[src/rtl/usc_pkg.sv]
// usc_pkg: constants and types for the serial control/status block
// assumes: one system clock, byte-wide special function register port
package usc_pkg;
	localparam logic [7:0] SCON_ADDR      = 8'h98;
	localparam int         BIT_MODE       = 7;
	localparam int         BIT_ONE        = 6;
	localparam int         BIT_MCE        = 5;
	localparam int         BIT_REN        = 4;
	localparam int         BIT_TB8        = 3;
	localparam int         BIT_RB8        = 2;
	localparam int         BIT_TI         = 1;
	localparam int         BIT_RI         = 0;
	localparam logic [7:0] SCON_RESET     = 8'h40;
	localparam logic [7:0] UNUSED_READ    = 8'h40;
	localparam logic [3:0] DATA_BITS_8    = 4'h8;
	localparam logic [3:0] DATA_BITS_9    = 4'h9;
	localparam logic [15:0] BAUD_DIV_RESET = 16'h00D9;

	typedef enum logic [1:0]
	{
		LINK_IDLE  = 2'b00,
		LINK_START = 2'b01,
		LINK_DATA  = 2'b10,
		LINK_STOP  = 2'b11
	} usc_link_state_type;

	// one character: low eight bits plus the ninth bit
	typedef struct packed
	{
		logic       ninth;
		logic [7:0] data;
	} usc_char_type;
endpackage

[src/rtl/usc_uart.sv]
// Contract
// - mode bit 0 frames eight data bits, 1 frames nine; baud divider variable.
// - bit 6 reads as 1, writes to it are ignored.
// - 8-bit mode with multiproc enable: receive flag only if stop bit high.
// - 9-bit mode with multiproc enable: receive flag only if ninth bit high.
// - receiver runs only while receiver enable is 1.
// - 9-bit mode sends the tx ninth bit field as ninth data bit.
// - tx ninth bit unused in 8-bit mode; only software changes it.
// - 8-bit mode loads rx ninth bit with received stop bit.
// - 9-bit mode loads rx ninth bit with the ninth data bit.
// - tx done after eighth bit (8-bit) or at stop start (9-bit).
// - interrupt requested while enabled and either done flag is set.
// - receive flag sets when the stop bit is sampled, if accepted and the buffer has room.
//
// usc_uart: serial port control register with transmitter and receiver
// assumes: register port on ref_clk; rx pin asynchronous; divider sets bit time
`timescale 1ns/100ps
`default_nettype none
module usc_uart
	import usc_pkg::*;
(
	input  wire logic        ref_clk,
	input  wire logic        rst,
	input  wire logic [7:0]  sfr_addr,
	input  wire logic        sfr_wr,
	input  wire logic [7:0]  sfr_wdata,
	input  wire logic        sfr_rd,
	output logic [7:0]       sfr_rdata,
	input  wire logic [15:0] baud_div,
	input  wire logic        int_enable,
	input  wire logic        tx_start,
	input  wire logic [7:0]  tx_data,
	output logic             tx_busy,
	output logic             txd,
	input  wire logic        rxd,
	output logic             rx_valid,
	input  wire logic        rx_ready,
	output logic [7:0]       rx_data,
	output logic             int_req
);
	logic               frame_mode_select_q;
	logic               multiproc_enable_q;
	logic               receiver_enable_q;
	logic               tx_ninth_bit_q;
	logic               rx_ninth_bit_q;
	logic               tx_done_flag_q;
	logic               rx_done_flag_q;
	logic               reg_wr;
	logic [7:0]         reg_val;
	logic [3:0]         nbits;
	// transmitter
	usc_link_state_type tx_st_q;
	logic [15:0]        tx_cnt_q;
	logic [3:0]         tx_idx_q;
	logic [8:0]         tx_sh_q;
	logic               tx_tick;
	logic               tx_done_set;
	// receiver
	logic               rx_s1_q;
	logic               rx_s2_q;
	usc_link_state_type rx_st_q;
	logic [15:0]        rx_cnt_q;
	logic [3:0]         rx_idx_q;
	logic [8:0]         rx_sh_q;
	logic               rx_tick;
	logic               rx_stop_now;
	logic               rx_accept;
	logic               rx_push;
	logic               buf_ready;
	usc_char_type       rx_char;
	usc_char_type       buf_out;
	logic               buf_valid;

	assign reg_wr = sfr_wr && (sfr_addr == SCON_ADDR);
	assign nbits  = frame_mode_select_q ? DATA_BITS_9 : DATA_BITS_8;
	assign reg_val = UNUSED_READ | {frame_mode_select_q, 1'b0, multiproc_enable_q,
		receiver_enable_q, tx_ninth_bit_q, rx_ninth_bit_q, tx_done_flag_q,
		rx_done_flag_q};

	// control bits: software only; bit 6 not stored
	always_ff @(posedge ref_clk)
	begin
		if (rst)
		begin
			frame_mode_select_q <= SCON_RESET[BIT_MODE];
			multiproc_enable_q  <= SCON_RESET[BIT_MCE];
			receiver_enable_q   <= SCON_RESET[BIT_REN];
			tx_ninth_bit_q      <= SCON_RESET[BIT_TB8];
		end
		else if (reg_wr)
		begin
			frame_mode_select_q <= sfr_wdata[BIT_MODE];
			multiproc_enable_q  <= sfr_wdata[BIT_MCE];
			receiver_enable_q   <= sfr_wdata[BIT_REN];
			tx_ninth_bit_q      <= sfr_wdata[BIT_TB8];
		end
	end
	// done flags: hardware set wins over a software write in the same cycle
	always_ff @(posedge ref_clk)
	begin
		if (rst)
		begin
			tx_done_flag_q <= SCON_RESET[BIT_TI];
			rx_done_flag_q <= SCON_RESET[BIT_RI];
		end
		else
		begin
			if (tx_done_set)
				tx_done_flag_q <= 1'b1;
			else if (reg_wr)
				tx_done_flag_q <= sfr_wdata[BIT_TI];
			if (rx_push)
				rx_done_flag_q <= 1'b1;
			else if (reg_wr)
				rx_done_flag_q <= sfr_wdata[BIT_RI];
		end
	end
	// rx ninth bit: stop level in 8-bit mode, ninth data bit in 9-bit mode
	always_ff @(posedge ref_clk)
	begin
		if (rst)
			rx_ninth_bit_q <= SCON_RESET[BIT_RB8];
		else if (rx_push)
			rx_ninth_bit_q <= rx_char.ninth;
		else if (reg_wr)
			rx_ninth_bit_q <= sfr_wdata[BIT_RB8];
	end
	// read data and interrupt, both registered
	always_ff @(posedge ref_clk)
	begin
		if (rst)
		begin
			sfr_rdata <= 8'h00;
			int_req   <= 1'b0;
		end
		else
		begin
			sfr_rdata <= (sfr_rd && sfr_addr == SCON_ADDR) ? reg_val : 8'h00;
			int_req   <= int_enable && (tx_done_flag_q || rx_done_flag_q);
		end
	end
	assign tx_tick = (tx_cnt_q == 16'h0000);
	// done fires as the last data bit ends (8-bit) or stop begins (9-bit)
	assign tx_done_set = tx_tick && (tx_st_q == LINK_DATA) && (tx_idx_q == nbits - 4'h1);
	// transmitter: start low, data lsb first, stop high
	always_ff @(posedge ref_clk)
	begin
		if (rst)
		begin
			tx_st_q  <= LINK_IDLE;
			tx_cnt_q <= 16'h0000;
			tx_idx_q <= 4'h0;
			tx_sh_q  <= 9'h000;
			txd      <= 1'b1;
			tx_busy  <= 1'b0;
		end
		else
		begin
			tx_cnt_q <= tx_tick ? baud_div : tx_cnt_q - 16'h0001;
			unique case (tx_st_q)
				LINK_IDLE:
				begin
					txd     <= 1'b1;
					tx_busy <= tx_start;
					if (tx_start)
					begin
						tx_sh_q  <= {tx_ninth_bit_q, tx_data};
						tx_cnt_q <= baud_div;
						txd      <= 1'b0;
						tx_st_q  <= LINK_START;
					end
				end
				LINK_START:
					if (tx_tick)
					begin
						txd      <= tx_sh_q[0];
						tx_sh_q  <= {1'b0, tx_sh_q[8:1]};
						tx_idx_q <= 4'h0;
						tx_st_q  <= LINK_DATA;
					end
				LINK_DATA:
					if (tx_tick)
					begin
						tx_idx_q <= tx_idx_q + 4'h1;
						txd      <= tx_sh_q[0];
						tx_sh_q  <= {1'b0, tx_sh_q[8:1]};
						if (tx_idx_q == nbits - 4'h1)
						begin
							txd     <= 1'b1;
							tx_st_q <= LINK_STOP;
						end
					end
				LINK_STOP:
					if (tx_tick)
					begin
						tx_busy <= 1'b0;
						tx_st_q <= LINK_IDLE;
					end
			endcase
		end
	end

	// rx pin synchroniser
	always_ff @(posedge ref_clk)
	begin
		if (rst)
		begin
			rx_s1_q <= 1'b1;
			rx_s2_q <= 1'b1;
		end
		else
		begin
			rx_s1_q <= rxd;
			rx_s2_q <= rx_s1_q;
		end
	end

	assign rx_tick     = (rx_cnt_q == 16'h0000);
	assign rx_stop_now = rx_tick && (rx_st_q == LINK_STOP);
	// stop level lands as ninth in 8-bit mode
	assign rx_char = {frame_mode_select_q ? rx_sh_q[8] : rx_s2_q, rx_sh_q[7:0]};
	// with multiproc enable only, 8-bit: valid stop checked; 9-bit: address filter on ninth bit
	assign rx_accept = !multiproc_enable_q || rx_char.ninth;
	// a full buffer drops the char rather than stall the line
	assign rx_push   = rx_stop_now && rx_accept && buf_ready;

	// receiver: samples mid-bit; enable low aborts and holds idle
	always_ff @(posedge ref_clk)
	begin
		if (rst || !receiver_enable_q)
		begin
			rx_st_q  <= LINK_IDLE;
			rx_cnt_q <= 16'h0000;
			rx_idx_q <= 4'h0;
			rx_sh_q  <= 9'h000;
		end
		else
		begin
			rx_cnt_q <= rx_tick ? baud_div : rx_cnt_q - 16'h0001;
			unique case (rx_st_q)
				LINK_IDLE:
					if (!rx_s2_q)
					begin
						rx_cnt_q <= {1'b0, baud_div[15:1]};
						rx_st_q  <= LINK_START;
					end
				LINK_START:
					if (rx_tick)
					begin
						rx_idx_q <= 4'h0;
						rx_st_q  <= rx_s2_q ? LINK_IDLE : LINK_DATA;
					end
				LINK_DATA:
					if (rx_tick)
					begin
						rx_sh_q[rx_idx_q] <= rx_s2_q;
						rx_idx_q          <= rx_idx_q + 4'h1;
						if (rx_idx_q == nbits - 4'h1)
							rx_st_q <= LINK_STOP;
					end
				LINK_STOP:
					if (rx_tick)
						rx_st_q <= LINK_IDLE;
			endcase
		end
	end

	usc_buf2 u_buf
	(
		.ref_clk   (ref_clk),
		.rst       (rst),
		.in_valid  (rx_push),
		.in_ready  (buf_ready),
		.in_data   (rx_char),
		.out_valid (buf_valid),
		.out_ready (rx_ready && !rx_valid),
		.out_data  (buf_out)
	);

	// registered output stage for received bytes
	always_ff @(posedge ref_clk)
	begin
		if (rst)
		begin
			rx_valid <= 1'b0;
			rx_data  <= 8'h00;
		end
		else if (rx_valid)
			rx_valid <= 1'b0;
		else if (buf_valid && rx_ready)
		begin
			rx_valid <= 1'b1;
			rx_data  <= buf_out.data;
		end
	end
endmodule
`default_nettype wire

[src/rtl/usc_buf2.sv]
// usc_buf2: two-entry valid/ready buffer for received characters
// assumes: source and sink on the same clock
`timescale 1ns/100ps
`default_nettype none
module usc_buf2
	import usc_pkg::*;
(
	input  wire logic         ref_clk,
	input  wire logic         rst,
	input  wire logic         in_valid,
	output logic              in_ready,
	input  wire usc_char_type in_data,
	output logic              out_valid,
	input  wire logic         out_ready,
	output usc_char_type      out_data
);
	usc_char_type mem_q [2];
	logic         wr_q;
	logic         rd_q;
	logic [1:0]   cnt_q;
	logic         push;
	logic         pop;

	assign push      = in_valid && (cnt_q != 2'h2);
	assign pop       = out_valid && out_ready;
	assign in_ready  = (cnt_q != 2'h2);
	assign out_valid = (cnt_q != 2'h0);
	assign out_data  = mem_q[rd_q];

	// storage and pointers; full buffer refuses, the source must hold
	always_ff @(posedge ref_clk)
	begin
		if (rst)
		begin
			wr_q  <= 1'b0;
			rd_q  <= 1'b0;
			cnt_q <= 2'h0;
		end
		else
		begin
			if (push)
			begin
				mem_q[wr_q] <= in_data;
				wr_q        <= ~wr_q;
			end
			if (pop)
				rd_q <= ~rd_q;
			cnt_q <= cnt_q + {1'b0, push} - {1'b0, pop};
		end
	end
endmodule
`default_nettype wire

[config.mk]
export PLATFORM = sky130hd
export DESIGN_NAME = usc_uart
export DESIGN_NICKNAME = d
export VERILOG_FILES = /design/src/rtl/usc_pkg.sv /design/src/rtl/usc_uart.sv /design/src/rtl/usc_buf2.sv
export SDC_FILE = /design/constraint.sdc
export NUM_CORES = 1
export LEC_CHECK = 0
export ABC_AREA = 1
export BUFFER_PORTS_ARGS = -buffer_cell sky130_fd_sc_hd__buf_4
export CORE_MARGIN = 1
export CORE_UTILIZATION = 40
export CTS_BUF_LIST = sky130_fd_sc_hd__clkbuf_4 sky130_fd_sc_hd__clkbuf_8 sky130_fd_sc_hd__clkbuf_16
export DETAILED_ROUTE_END_ITERATION = 8
export GPL_ROUTABILITY_DRIVEN = 0
export HOLD_SLACK_MARGIN = 0.1
export PLACE_DENSITY_LB_ADDON = 0.08
export SYNTH_ARGS = -nofsm -noshare
export SYNTH_HDL_FRONTEND = slang
export SYNTH_SLANG_ARGS = --single-unit
[constraint.sdc]
create_clock -name ref_clk -period 1.79 [get_ports ref_clk]
set_input_delay 0.179 -clock ref_clk [delete_from_list [all_inputs] [get_ports ref_clk]]
set_output_delay 0.179 -clock ref_clk [all_outputs]
set_load 0.005 [all_outputs]
* Word level (Yosys, flattened, before mapping)
Memory sizes are Yosys's and may differ from the RTL's. A register that Yosys moved wholly into a read port is not among the register bits.
Cells that the tools add are included.
W data, S select, Z words.
** Operators by class
- $add $sub $neg :: 7
- Multipliers :: 0
- Div/mod/pow operators :: 0
- Order comparisons :: 2
- Equality and inequality tests :: 21
- Shift-type cells :: 0
- Multiplexer cells :: 51
- Bitwise gates (word level) :: 4
- Reductions and logical operators :: 43
** Operators with widths (number)
- $mux W16 :: 6
- $logic_not A16 Y1 :: 2
- $sub A16 B1 Y16 const B :: 2
- $mux W2 :: 11
- $ne A2 B2 Y1 const B :: 10
- $mux W1 :: 18
- $mux W9 :: 2
- $pmux W9 S2 :: 1
- $mux W4 :: 4
- $pmux W2 S4 :: 2
- $pmux W4 S2 :: 2
- $reduce_bool A2 Y1 :: 7
- $logic_and A1 B1 Y1 :: 13
- $reduce_and A3 Y1 :: 4
- $reduce_and A5 Y1 :: 2
- $bwmux W9 :: 1
- $add A4 B1 Y4 const B :: 2
- $eq A2 B2 Y1 const B :: 4
- $eq A4 B4 Y1 :: 2
- $eq A8 B8 Y1 const B :: 1
- $mux W7 :: 1
- $reduce_and A2 Y1 :: 3
- $reduce_or A2 Y1 :: 3
- $lt A4 B5 Y1 const B :: 1
- 14 further kinds :: 24
** Storage, ports and cells
- Register bits :: 87
- Bits in latches :: 0
- Bits in writable memories :: 18
- ROM bits :: 0
- Input bits :: 48
- Output and inout bits :: 20
- Word-level logic and storage cells :: 155
- Memories kept :: 1
** Memories
- u_buf.mem_q :: depth 2, width 9, rd ports 1, clocked after Yosys merged registers in 1, write ports 1, RTL line usc_buf2.sv:17 : usc_char_type mem_q [2];

* Longest topological paths before layout
- Depth after elaboration :: 8
- Mapped depth :: 12
- Gate-level depth less buffers :: 12

* By module
Synthesis repeated with hierarchy kept, for this count alone.
** Unflattened totals
- Cells, all modules :: 781
- Area total of the unflattened synthesis :: 5864.4 um^2
** Modules (own cells, without submodules)
- usc_uart :: times used 1, cells an instance 715, area each 4919.7 um^2, sequential area each 1821.7 um^2
- usc_buf2 :: times used 1, cells an instance 66, area each 944.7 um^2, sequential area each 640.6 um^2

* Least setup slack after synthesis
No wires, ideal clock.
- Path kind :: reg2reg
- From :: register rx_cnt_q[0]
- To :: memory u_buf.mem_q[1][0] in the netlist's numbering (enable)
- Library setup time :: 371 ps
- Arrival :: 1515 ps
- Data required time :: 1419 ps
- Path slack :: -96 ps
- Stages on the path, launching flop included :: 9
- Path buffers :: 0
- Period minus slack after synthesis :: 1886 ps
- Cells stage by stage :: dfxtp_1 inv_1 ha_1 nand3_2 nor2_8 nand2_8 nor2_4 nand2_2 nor2_1
** Between the ends
- Word-level cells in the longest chain between the ends :: 8
** Ends and longest elaborated chain
- start, declared :: RTL line usc_uart.sv:62 : logic [15:0] rx_cnt_q;
- start signal, assigned :: RTL line usc_uart.sv:239 : rx_cnt_q <= rx_tick ? baud_div : rx_cnt_q - 16'h0001;
- start signal, assigned :: RTL line usc_uart.sv:244 : rx_cnt_q <= {1'b0, baud_div[15:1]};
- $logic_not A16 Y1 :: RTL line usc_uart.sv:218 : assign rx_tick = (rx_cnt_q == 16'h0000);
- $logic_and A1 B1 Y1 :: RTL line usc_uart.sv:219 : assign rx_stop_now = rx_tick && (rx_st_q == LINK_STOP);
- $logic_and A1 B1 Y1 (2 in a row) :: RTL line usc_uart.sv:225 : assign rx_push = rx_stop_now && rx_accept && buf_ready;
- $logic_and A1 B1 Y1 :: RTL line usc_buf2.sv:24 : assign push = in_valid && (cnt_q != 2'h2);
- via u_buf.push :: RTL line usc_buf2.sv:21 : logic push;
- $mux W1 :: RTL line usc_buf2.sv:41 : if (push)
- $mux W1 :: RTL line usc_buf2.sv:33 : if (rst)
- $mux W1 (not written as such) :: RTL line usc_buf2.sv:43 : mem_q[wr_q] <= in_data;
- end, declared :: RTL line usc_buf2.sv:17
The timed path passes the listed nets, and every way through them passes these cells.

* Worst setup path after layout
- From :: register rx_cnt_q[1]
- To :: memory u_buf.mem_q[1][2] in the netlist's numbering (enable)
Same word-level chain as after synthesis.

==> flow_summary.yaml <==
run_status:
  status: "finished, final reports clean"
synth:
  ys_warn_count: 0
  syn_area_mm2: 0.00550
  yosysTopAreaCellShare: 0.346
  yosys.area.top_type: "dfxtp_1"
  ys_ff_latch: 111
  ys_types: 39
  synth_most_common_cell: "nand2_1"
  synthTopCellsByCount: "171 x nand2_1, 120 x nor2_1, 95 x dfxtp_1"
  syn-instance-count: 755
  synth.area.top_cells: "dfxtp_1 35%, nand2_1 12%, edfxtp_1 8.7%"
  syn_area_per_cell_um2: 7.29
  synth_edf_count: 16
  async_reset_ff_frac: 0
  yosysSeqAreaShare: 0.433
  synth_top_flop_cell: "dfxtp_1"
  synth_nets: 818
setup_path:
  cp_slowest_stage_delay_ns: 0.33
  crit_buf_inv: 2
  path_cells: "inv_2 > ha_4 > nand3_4 > nor2_8 > nand2_8 > nor2_4 > nand2_2 > nor2_1 > buf_4"
  crit_family: "simple AND/OR/NAND/NOR gates"
  cpMaxStageDelayCell: "dfxtp_1"
  required_ns: 1.86
  critical_path_class: "reg -> reg"
  worstSetupStartpointType: "flop"
  crit_fanout: 8
  cp-end-kind: "flop"
  crit_arrival_ns: 1.73
cts:
  cts-root-buf: "clkbuf_16"
  cts_tree: "built"
  clkSlewWorstSetupHoldPaths_ns: 0.08
  cts-buffers-inserted: 9
  clock_path_buffers: 2
  cts_sinks: 111
  clk_latency_ns: 0.35
  cts_htree_levels: 3
pwr:
  p_int_mw: 4.84
  switchingPower_mw: 2.55
  power_frac_seq: 0.411
  power_density_mw_per_mm2: 1090
  switching_share: 0.346
  leakage_nw: 3.05
  pwr-share-clk: 0.289
  ir_worst_vdd_mv: 0.663
  power_frac_comb: 0.300
die:
  die-height_um: 119
  start_util: 0.412
  die_area_mm2: 0.0142
  io_pins: 68
  die_w_um: 119
  rows: 42
  core_mm2: 0.0133
routing:
  wl_met1_um: 6500
  dr.pass1.iters: 4
  routed_wl_um: 12900
  drtAntennaViolNets: 0
  drcViolationCount: 0
  maxUsedRoutingLayer: "met4"
  vias_per_cell: 4.77
  drt_first_iter_violations: 318
  wl_met2_um: 5750
  dr_wl_met3_um: 519
  vias: 4900
  wl_per_cell_um: 12.5
global_route:
  grt_overflow: 0
  grt_pass1_vias: 4600
  grt_use_total: 0.193
  grt_pass1_wl_um: 21900
  grt_max_degree: 29
  antenna_found_initial: 0
timing:
  final_hold_viol_count: 0
  fmax_mhz: 601
  finalSetupViolCount: 0
  period_minus_slack_ns: 1.66
  skew_ns: 0.00664
  worstMarginPinSlew_ns: 0.486
  final.setup.tns_ns: 0
  slew_violations: 0
  maxSlewHeadroom: 0.675
  period_share: 0.929
placement:
  dp_cells: 1000
  port_buffers: 66
  place.detailed.hpwl_um: 9710
final_layout:
  nNetsFinal: 909
  n_antenna_cell: 0
  area_delta_synth_final_pct: 23.4
  final_cells: 1027
  drive_gt1_frac: 0.170
  fillers: 1342
flow_run:
  cap_violations: 0
hold_path:
  min_path_type: "in -> reg"
## final timing paths
check / from / endpoint / slack (ns) / cells after the start
max: rx_cnt_q[1] / u_buf.mem_q[1][2] / 0.13 / 9
min: sfr_wdata[3] / tx_ninth_bit_q / 0.11 / 3
max reg2reg: rx_cnt_q[1] / u_buf.mem_q[1][2] / 0.13 / 9
min reg2reg: rx_s1_q / rx_s2_q / 0.43 / 1
## stage by stage
step / utilization / setup slack (ns) / cell area (um2) / hold WS, ns / power [mW]
after floorplan: - / -0.0958 / 5500 / 0.257 / 4.59
after global placement: 0.472 / 0.0527 / 6300 / 0.362 / 5.15
after detailed placement: 0.472 / 0.0161 / 6300 / 0.366 / 5.19
after CTS: 0.503 / 0.00311 / 6710 / 0.105 / 7.36
after global routing: 0.509 / -0.00957 / 6790 / 0.116 / 7.92
final: 0.509 / 0.127 / 6790 / 0.113 / 7.39
## sequential cells by signal, indices dropped and copies added (netlist names), 2 cells and up, named ones only
name / cells
tx_st_q: 2
sfr_rdata: 8
tx_idx_q: 4
rx_sh_q: 9
tx_sh_q: 9
rx_cnt_q: 16
rx_idx_q: 4
rx_data: 8
u_buf.mem_q: 16
u_buf.cnt_q: 2
tx_cnt_q: 16
## placed cells by master (no fill, tap or decap), drive strengths merged, types with 2 or more instances in the layout
cell type      n
a211oi         4
o21bai         3
nand3         37
ha            15
nor3           8
inv           84
nor3b          2
xnor2          9
clkinv         2
edfxtp        16
nand4          2
dlygate4sd3   10
a31oi         10
a21oi         52
nor2         132
nand2        179
dfxtp         95
o22ai          2
xor2          10
o21ai         71
buf           89
o211ai         3
or2            4
clkbuf        10
## tightest hold or removal path, stage by stage
cell and delay [ns]:
buf_4 0.11, nor2_1 0.09, a211oi_1 0.05
## repair_timing
| action | CTS | global route |
|---|---|---|
| gates resized for setup | 0 | 25 |
| buffers inserted | 0 | 1 |
| setup endpoints to repair | 0 | 63 |
| hold endpoints to repair | 12 | 0 |
| hold buffers | 10 | 0 |
## metal layers
layer / up-vias / GRT usage
li1: 2617 / -
met1: 2195 / 0.264
met2: 80 / 0.307
met3: 8 / 0.0292
met4: 0 / 0.0703
met5: - / 0
## power groups by stage
stage | logic (mW) | registers [mW] | clock network (mW)
after global placement | 2.07 | 3.08 | 0
after CTS | 2.14 | 3.03 | 2.19
after global routing | 2.56 | 3.08 | 2.29
after detailed placement | 2.11 | 3.08 | 0
final | 2.22 | 3.04 | 2.14
after floorplan | 1.56 | 3.03 | 0
## cells by family (layout without fill, tap and decap cells)
kind of cell / Yosys count / in the layout / synth area share
flip-flops: 111 / 111 / 0.433
adder cells (fa/ha/maj): 15 / 15 / 0.0341
AND/OR/NAND/NOR: 364 / 364 / 0.289
buffers and inverters: 100 / 196 / 0.0734
AO/OA/AOI/OAI: 146 / 146 / 0.140
XOR/XNOR: 19 / 19 / 0.0302
## cell type report
type | instances | area, um2 | share of cell area
well taps | 176 | 220 | 0.0324
multi-input cells | 544 | 2780 | 0.410
clock inverters | 6 | 81.3 | 0.0120
inverters | 81 | 308 | 0.0453
repair buffers | 99 | 785 | 0.115
flip-flops and latches | 111 | 2380 | 0.351
clock buffers | 10 | 233 | 0.0343
Power figures use the tool's default switching activity.
